### src/pkg/pix_regs.svh
`ifndef PIX_REGS_SVH
`define PIX_REGS_SVH

// ************************************************************
// sizes
// ************************************************************
`define PIX_NUM_REQ    96
`define PIX_GRP_W      8
`define PIX_NUM_LINES  12
`define PIX_NUM_USED   45
`define PIX_VEC_W      22
`define PIX_IDX_W      7
`define PIX_LINE_W     4

// ************************************************************
// reset values and timing
// ************************************************************
`define PIX_PEND_RST   96'h0
`define PIX_IRQ_RST    12'h000
`define PIX_IDX_RST    7'h00
`define PIX_CPU_FETCH_CYC 8

`endif

### src/pkg/pix_pkg.sv
`include "pix_regs.svh"

package pix_pkg;

  typedef logic [`PIX_IDX_W-1:0]  pix_idx_t;
  typedef logic [`PIX_LINE_W-1:0] pix_line_t;
  typedef logic [2:0]             pix_bit_t;

  // lowest set bit of one group; zero when none set
  function automatic pix_bit_t pix_lowest8(input logic [7:0] v);
    pix_bit_t r;
    r = 3'h0;
    for (int i = 7; i >= 0; i--)
    begin
      if (v[i])
      begin
        r = 3'(i);
      end
    end
    return r;
  endfunction

endpackage

### src/rtl/pix_top.sv
`timescale 1ns/1ps
`include "pix_regs.svh"

module pix_top #(
  parameter int NUM_USED = `PIX_NUM_USED,
  parameter int VEC_W    = `PIX_VEC_W
) (
  // clock and reset
  input  wire logic                     clk_sys,
  input  wire logic                     reset,
  // peripheral side
  input  wire logic [`PIX_NUM_REQ-1:0]  periph_req,
  input  wire logic [`PIX_NUM_REQ-1:0]  req_enable,
  // vector table write
  input  wire logic                     vec_wr_en,
  input  wire logic [`PIX_IDX_W-1:0]    vec_wr_idx,
  input  wire logic [VEC_W-1:0]         vec_wr_data,
  // cpu interrupt lines
  output logic      [`PIX_NUM_LINES-1:0] cpu_irq_q,
  // cpu acknowledge and vector fetch
  input  wire logic                     cpu_ack,
  input  wire logic [`PIX_LINE_W-1:0]   cpu_ack_line,
  output logic                          vec_valid_q,
  output logic                          vec_spurious_q,
  output logic      [`PIX_IDX_W-1:0]    vec_idx_q,
  output logic      [VEC_W-1:0]         vec_data_q
);

  localparam int NREQ  = `PIX_NUM_REQ;
  localparam int NLINE = `PIX_NUM_LINES;
  localparam int GW    = `PIX_GRP_W;

  logic [NREQ-1:0]  used_mask;
  logic [NREQ-1:0]  set_vec;
  logic [NREQ-1:0]  act_vec;
  logic [NREQ-1:0]  clr_vec;
  logic [NREQ-1:0]  pend_q;
  logic [NREQ-1:0]  pend_d;
  logic [15:0]      grp_any;
  pix_pkg::pix_bit_t grp_bit [16];
  logic             line_ok;
  logic             ack_hit;
  pix_pkg::pix_idx_t win_idx;
  logic [NLINE-1:0] irq_d;
  logic             vec_valid_d;
  logic             vec_spurious_d;
  pix_pkg::pix_idx_t vec_idx_d;

  // ************************************************************
  // request qualification
  // ************************************************************
  genvar gi;
  generate
    for (gi = 0; gi < NREQ; gi++)
    begin : g_used
      assign used_mask[gi] = (gi < NUM_USED);
    end
  endgenerate

  always_comb
  begin
    set_vec = periph_req & req_enable & used_mask;
    act_vec = pend_q & req_enable;
  end

  // ************************************************************
  // per group priority
  // ************************************************************
  genvar gg;
  generate
    for (gg = 0; gg < 16; gg++)
    begin : g_grp
      if (gg < NLINE)
      begin : g_real
        assign grp_any[gg] = |act_vec[gg*GW +: GW];
        assign grp_bit[gg] = pix_pkg::pix_lowest8(act_vec[gg*GW +: GW]);
      end
      else
      begin : g_pad
        assign grp_any[gg] = 1'b0;
        assign grp_bit[gg] = 3'h0;
      end
    end
  endgenerate

  // ************************************************************
  // acknowledge and pending latch
  // ************************************************************
  // a disabled bit stays pending; it is hidden, not lost
  always_comb
  begin
    line_ok = (int'(cpu_ack_line) < NLINE);
    ack_hit = cpu_ack && line_ok && grp_any[cpu_ack_line];
    win_idx = {cpu_ack_line, grp_bit[cpu_ack_line]};
    clr_vec = '0;
    if (ack_hit)
    begin
      clr_vec = NREQ'(1) << win_idx;
    end
    // a new request in the clear cycle survives
    pend_d         = (pend_q & ~clr_vec) | set_vec;
    irq_d          = grp_any[NLINE-1:0];
    vec_valid_d    = ack_hit;
    vec_spurious_d = cpu_ack && !ack_hit;
    vec_idx_d      = ack_hit ? win_idx : vec_idx_q;
  end

  always_ff @(posedge clk_sys)
  begin
    if (reset)
    begin
      pend_q         <= `PIX_PEND_RST;
      cpu_irq_q      <= `PIX_IRQ_RST;
      vec_valid_q    <= 1'b0;
      vec_spurious_q <= 1'b0;
      vec_idx_q      <= `PIX_IDX_RST;
    end
    else
    begin
      pend_q         <= pend_d;
      cpu_irq_q      <= irq_d;
      vec_valid_q    <= vec_valid_d;
      vec_spurious_q <= vec_spurious_d;
      vec_idx_q      <= vec_idx_d;
    end
  end

  // ************************************************************
  // vector table
  // ************************************************************
  pix_vec_ram #(
    .DEPTH (NREQ),
    .W     (VEC_W)
  ) u_vec_ram (
    .clk_sys   (clk_sys),
    .reset     (reset),
    .wr_en     (vec_wr_en),
    .wr_addr   (vec_wr_idx),
    .wr_data   (vec_wr_data),
    .rd_en     (ack_hit),
    .rd_addr   (win_idx),
    .rd_data_q (vec_data_q)
  );

  logic [NREQ-1:0] lower_mask;
  always_comb
  begin
    lower_mask = (NREQ'(1) << win_idx) - NREQ'(1);
  end

  generate
    for (gg = 0; gg < NLINE; gg++)
    begin : g_line_chk

    end
  endgenerate
endmodule // pix_top

### src/rtl/pix_vec_ram.sv
`timescale 1ns/1ps
`include "pix_regs.svh"

module pix_vec_ram #(
  parameter int DEPTH = `PIX_NUM_REQ,
  parameter int W     = `PIX_VEC_W
) (
  // clock and reset
  input  wire logic                 clk_sys,
  input  wire logic                 reset,
  // write port
  input  wire logic                 wr_en,
  input  wire logic [`PIX_IDX_W-1:0] wr_addr,
  input  wire logic [W-1:0]         wr_data,
  // read port, one cycle latency
  input  wire logic                 rd_en,
  input  wire logic [`PIX_IDX_W-1:0] rd_addr,
  output logic      [W-1:0]         rd_data_q
);

  logic [W-1:0] mem [DEPTH];
  logic [W-1:0] rd_data_d;

  // ************************************************************
  // read path
  // ************************************************************
  // same-cycle write and read of one entry returns the old vector
  always_comb
  begin
    rd_data_d = rd_data_q;
    if (rd_en && (int'(rd_addr) < DEPTH))
    begin
      rd_data_d = mem[rd_addr];
    end
  end

  // no reset on the array: contents are software's job
  always_ff @(posedge clk_sys)
  begin
    if (wr_en && (int'(wr_addr) < DEPTH))
    begin
      mem[wr_addr] <= wr_data;
    end
  end

  always_ff @(posedge clk_sys)
  begin
    if (reset)
    begin
      rd_data_q <= '0;
    end
    else
    begin
      rd_data_q <= rd_data_d;
    end
  end

endmodule // pix_vec_ram

### config.mk
export PLATFORM = sky130hd
export DESIGN_NAME = pix_top
export DESIGN_NICKNAME = d
export VERILOG_FILES = /design/src/pkg/pix_pkg.sv /design/src/rtl/pix_top.sv /design/src/rtl/pix_vec_ram.sv
export VERILOG_INCLUDE_DIRS = /design/src /design/src/pkg
export SDC_FILE = /design/constraint.sdc
export NUM_CORES = 2
export LEC_CHECK = 0
export BUFFER_PORTS_ARGS = -buffer_cell sky130_fd_sc_hd__buf_2
export CORE_MARGIN = 5
export CORE_UTILIZATION = 44
export CTS_CLUSTER_DIAMETER = 80
export DETAILED_ROUTE_END_ITERATION = 7
export PLACE_DENSITY_LB_ADDON = 0.15
export SYNTH_ARGS = -nofsm -noshare
export SYNTH_HDL_FRONTEND = slang
export SYNTH_SLANG_ARGS = --single-unit
### constraint.sdc
create_clock -name clk_sys -period 10.4 [get_ports clk_sys]
set_clock_uncertainty 0.1 [all_clocks]
set_input_delay 1.56 -clock clk_sys [delete_from_list [all_inputs] [get_ports clk_sys]]
set_output_delay 1.56 -clock clk_sys [all_outputs]
set_load 0.05 [all_outputs]
Yosys cells after proc, flatten, opt, wreduce, memory -nomap -nowiden
Memory sizes are Yosys's and may differ from the RTL's. A register that Yosys moved wholly into a read port is not among the register bits.
Index checks and enable logic that the tools add are counted.
{"block": "totals", "reg_bits": 117, "ram_bits": 2112, "wordCells": 140, "out_inout_bits": 43, "mem_count": 1, "in_bits": 229}
{"memory": "u_vec_ram.mem", "words": 96, "width": 22, "read_ports": 1, "rd_clocked_by_memory_dff": 1, "wr": 1, "line": "pix_vec_ram.sv:21", "text": "logic [W-1:0] mem [DEPTH];"}
{"block": "classes", "shifts": 1, "order_cmp": 5, "bitwise": 6, "mux": 104, "reduce_logical": 18}
{"operator": "3-bit two-way mux", "n": 98}
{"operator": "96-bit bitwise AND", "n": 2}
{"operator": "96-bit two-way mux", "n": 1}
{"operator": "96-bit inverter", "n": 1}
{"operator": "96-bit by 45-bit OR with 96-bit output", "n": 1}
{"operator": "8-bit OR reduction", "n": 12}
{"operator": "1-bit by 7-bit left shift with 96-bit output, first input constant", "n": 1}
{"operator": "45-bit bitwise AND", "n": 1}
{"operator": "7-bit < comparator, second input constant", "n": 2}
{"operator": "3-bit binary-select mux with 4-bit select", "n": 1}
{"operator": "5-bit greater-or-equal comparator, second input constant", "n": 1}
{"operator": "1-bit logical AND", "n": 5}
{"operator": "4-bit by 5-bit < comparator with 1-bit output, second input constant", "n": 1}
{"operator": "4-bit inverter with 5-bit output", "n": 1}
{"operator": "1-bit binary-select mux with 4-bit select", "n": 1}
{"operator": "4-bit < comparator, second input constant", "n": 1}
{"operator": "1-bit two-way mux", "n": 3}
{"operator": "1-bit zero test", "n": 1}

Depth between registers and ports, before layout
{"block": "depth", "ltp_word": 17, "depth_mapped": 19, "mapped_depth_nobuf": 12}

Hierarchy
From an unflattened synthesis, not the netlist that was laid out.
{"block": "unflattened", "cells_unflattened": 4358, "hier_area_um2": 88163.3}
{"mod": "pix_vec_ram", "n_inst": 1, "cells_per_inst": 3639, "seq_area_each_um2": 63861.2, "area_per_inst_um2": 81901.0}
{"mod": "pix_top", "n_inst": 1, "cells_per_inst": 719, "seq_area_each_um2": 2342.2, "area_per_inst_um2": 6262.3}

Least setup slack after synthesis
Ideal clock, no wire load.
{"block": "synth_path", "kind": "in2reg", "startpoint": "input cpu_ack_line[1]", "endpoint": "register u_vec_ram.rd_data_q[9] (read register of u_vec_ram.mem)", "path_stages": 15, "t_arrival_ps": 4392, "setup_ps": 116, "required_ps": 10184, "path_buffers": 4, "slack_ps": 5792, "cell_sequence": "buf_4 and2_1 buf_2 nand4_1 o22ai_1 o31ai_1 o211a_1 and4_1 buf_4 buf_6 mux4_1 mux4_2 o2bb2ai_1 a21oi_1 a31o_1"}
{"block": "synth_via", "elab_chain_cells": 6, "word_cells_on_any_way": 11, "classes_between": "order compare (2); mux (5); bitwise (1); reduce/logical (3)"}
{"element": "start: declaration", "line": "pix_top.sv:22", "text": "input wire logic [`PIX_LINE_W-1:0] cpu_ack_line,"}
{"element": "4-bit inverter with 5-bit output (implied by the code)", "line": "pix_top.sv:94", "text": "win_idx = {cpu_ack_line, grp_bit[cpu_ack_line]};"}
{"element": "3-bit binary-select mux with 4-bit select", "line": "pix_top.sv:94"}
{"element": "3-bit two-way mux (implied by the code) (2 in series)", "line": "pix_top.sv:94"}
{"element": "7-bit < comparator", "line": "pix_vec_ram.sv:31", "text": "if (rd_en && (int'(rd_addr) < DEPTH))"}
{"element": "1-bit logical AND", "line": "pix_vec_ram.sv:31"}
{"element": "end: declaration", "line": "pix_vec_ram.sv:18", "text": "output logic [W-1:0] rd_data_q"}
Parallel ways exist; a longest one is shown, timed or not. The select of a mux whose other input is x is not followed.
A chain may end at the register's enable or synchronous reset.

Worst setup path in the final report
{"block": "layout_path", "startpoint": "input cpu_ack_line[1]", "endpoint": "register u_vec_ram.rd_data_q[3] (read register of u_vec_ram.mem)"}
Same word-level chain as after synthesis.

==> key figures <==
Synth
  – Synth Area in Compound Gates: 0.0825
  – Async S/R FF share, synth: 0
  – Leading area contributor after synthesis: edfxtp_1
  – Main combinational cell family by area after synthesis: simple AND/OR/NAND/NOR gates
  – Synthesized area: 90,000 um^2
  – Yosys Warn Count: 0
  – Ys flop type: edfxtp_1
  – Post-Synth Adder-Cell Area: 0
  – Syn nets: 7,007
  – #FFs+latches synth: 2,251
  – Top cell type's share of synthesized area: 0.705
  – Mean Syn Cell Area: 13.3 um^2
  – Post-Synthesis Cells: 6,778
  – XOR/XNOR share of the synthesized area: 0
  – Area contributors post-synth: edfxtp_1, nand2_1, dfxtp_1
  – Number of synthesized flops with an enable pin: 2,112
  – Sequential element share of the synthesized area: 0.736
  – Netlist cell types: 87
  – Mux cell area share after synthesis: 0.0208
  – Post-synthesis simple-gate area fraction: 0.137

Timing
  – Final Hold Fails: 0
  – RSZ-0062 raised after global routing: false
  – F_max: 0.125 GHz
  – Slew @ Worst Pin: 1.28 ns
  – Final number of setup-violating endpoints: 0
  – Slew HR: 0.141
  – Post-route setup slack: 2.41 ns
  – TNS Setup: 0 ns
  – Final Critical Period: 7.99 ns
  – Final period util: 0.768
  – Fin. max-slew vios: 0

CTS
  – Worst skew pair latency: 0.88 ns
  – Clk slew on worst S/H paths: 0.06 ns
  – Post-CTS Hold Buffers: 0
  – Post-CTS setup buffer count: 0
  – TritonCTS buffer count: 227
  – Clock Root Buffer: clkbuf_16
  – Resize count post-CTS: 0
  – Clock buffer depth: 3
  – Clock sink count: 2,251
  – CTS tree: done
  – H-tree level count: 4

Detailed routing
  – Starting DRC count in detailed routing: 8,105
  – Wire per inst: 32.2 um
  – ANT nets after route: 0
  – Drt via density: 6.17
  – WL final: 321 mm
  – Vias: 61,400
  – First-pass DRT Iterations: 8
  – # DRC: 0

Placement
  – Final Wtd Congestion: 0.914
  – Post-DP HPWL: 193 mm
  – Setup WS pre-CTS: 1.92 ns
  – Placed Cells: 9,519
  – IO Port Bufs: 220

Global routing
  – Layer with the highest usage: met2
  – GR Util met3: 0.0737
  – GR Overflow Total: 0
  – Initial antenna violation count: 33
  – Met1 GRT Util: 0.409
  – First-pass GRT wire length: 443 mm
  – Number of global-route vias before repair: 56,900
  – GRT met2 Usage: 0.440
  – Gr usage total: 0.293
  – Largest net degree at the start of global routing: 131

Layout
  – Post-Layout Cell Count: 9,960
  – Final-stage net count: 7,289
  – Area growth syn-to-layout: 13.5%
  – # fillers: 17,500
  – Share of cells above drive strength 1: 0.131

Critical path
  – Critical Path RT: 11.12 ns
  – Critical path fanouts, max: 59
  – Critical path class: in -> reg
  – Critical path startpoint category: input pin
  – CP arrival: 8.71 ns
  – CP Capture Type: flop

Job
  – Max Cap Viol: 0

Floorplanning
  – Row count: 166
  – Core Area: 204,000 um^2
  – Total Die Area: 214,000 um^2
  – I/O pin cnt: 272
  – Die height: 462 um
  – Starting density of the core: 0.441
  – Die Width: 462 um

Hold path
  – Class of the worst hold path: reg -> reg

Power and ir drop
  – Maximum vdd ir drop: 0.182 mV
  – Pleak: 34.2 nW
  – Pwr dens: 191 nW/um^2

Outcome
  – Status: finished clean
==> critical path: stages <==
cell and delay, ns:
buf_2 0.63, clkinv_2 0.91, nor2_1 1.26, a31oi_1 0.28, o211a_1 0.46, nand4_1 0.21, buf_4 0.47, buf_12 0.37
nor2_4 0.22, buf_4 0.29, buf_4 0.21, a32oi_1 0.26, nand3_1 0.12, a31oi_1 0.94, nand2_1 0.27, nand3_1 0.13
==> metrics by stage <==
stage               power (W)  hold slack, ns   util  instance area [um^2]
floorplan              0.0110           0.325      -                 90000
global placement       0.0118           0.344  0.466                 95000
detailed placement     0.0118           0.350  0.466                 95000
CTS                    0.0195           0.360  0.500                102000
global route           0.0200           0.372  0.500                102000
finish                 0.0195           0.358  0.500                102000
==> metal layers <==
metal	part of all wire	vias up
li1	-	26200
met1	0.40	31100
met2	0.44	3531
met3	0.11	613
met4	0.046	14
met5	0.00027	-
==> report_power, final <==
group	internal [W]	switching, W	total [W]	leakage, nW
combinational	0.000388	0.00123	0.00162	10.6
clock	0.00439	0.00347	0.00786	3.46
sequential	0.00995	0.0000449	0.0100	20.1
total	0.0147	0.00475	0.0195	34.2
==> state kept, by name, summed over array words and instances, names as in the netlist <==
register and count:
vec_spurious_q 1, pend_q 96, vec_idx_q 7, cpu_irq_q 12, u_vec_ram.mem 2112, u_vec_ram.rd_data_q 22, vec_valid_q 1
==> final cells by class <==
type                            count  area (um^2)  area share
Inverter                           18         71.3    0.000699
Clock buffer                      298         6110      0.0599
Sequential cell                  2251        66200       0.649
Timing Repair Buffer              485         3410      0.0334
Clock inverter                    120          912     0.00894
Multi-Input combinational cell   4077        21900       0.215
Antenna cell                       23         57.6    0.000564
Tap cell                         2688         3360      0.0330
==> cells in the final DEF (no fill, tap or decap), types with 10 or more instances in the layout <==
cell and count:
edfxtp_1 2112, a211oi_1 57, o211ai_1 17, buf_2 196, nor2_2 98, o22ai_1 40, nor4_1 22, and3_1 142
inv_1 15, a21oi_1 233, a221oi_1 16, mux2i_1 140, clkbuf_8 10, o2111ai_1 11, a22oi_1 49, o21ai_0 125
clkbuf_1 55, nand3_1 508, nor2_1 105, a311oi_1 97, clkinv_2 42, buf_12 21, a211o_1 29, diode_2 23
buf_4 268, a32o_1 17, bufinv_16 11, nand2b_1 14, clkbuf_16 230, a32oi_1 91, nand4_1 69, mux4_2 19
o311a_1 17, dfxtp_1 139, nand2_1 1794, a2111oi_0 20, a22o_1 30, clkinv_1 52, a31oi_1 99, nor3_1 47
==> cell families after synthesis <==
| logic type | after synthesis |
|---|---|
| buffers and inverters | 450 |
| DFF | 2251 |
| AOI/OAI and AO/OA | 1051 |
| and+or+nand+nor | 2865 |
| muxes | 161 |
==> path summary, 6_finish.rpt <==
check                                     start                       to  slack, ns  cells after the start
worst max-delay path            cpu_ack_line[1]   u_vec_ram.rd_data_q[3]       2.41                     16
worst min-delay path                 pend_q[58]               pend_q[58]       0.36                      1
worst max register to register        pend_q[1]  u_vec_ram.rd_data_q[20]       4.66                     14
worst min register to register       pend_q[58]               pend_q[58]       0.36                      1
==> synth_stat cells (20+ instances only) <==
cell          n
edfxtp_1   2112
nand2_1    1796
nand3_1     508
buf_2       234
a21oi_1     233
nor2_1      210
and3_1      142
mux2i_1     140
dfxtp_1     139
o21ai_0     127
clkbuf_1    123
a31oi_1      99
a311oi_1     98
a32oi_1      91
nand4_1      69
a211oi_1     57
a22oi_1      49
nor3_1       49
o22ai_1      40
buf_1        35
a22o_1       30
a211o_1      29
buf_4        28
nor4_1       22
a2111oi_0    20
Note: power is estimated with default switching activity, not from simulation.
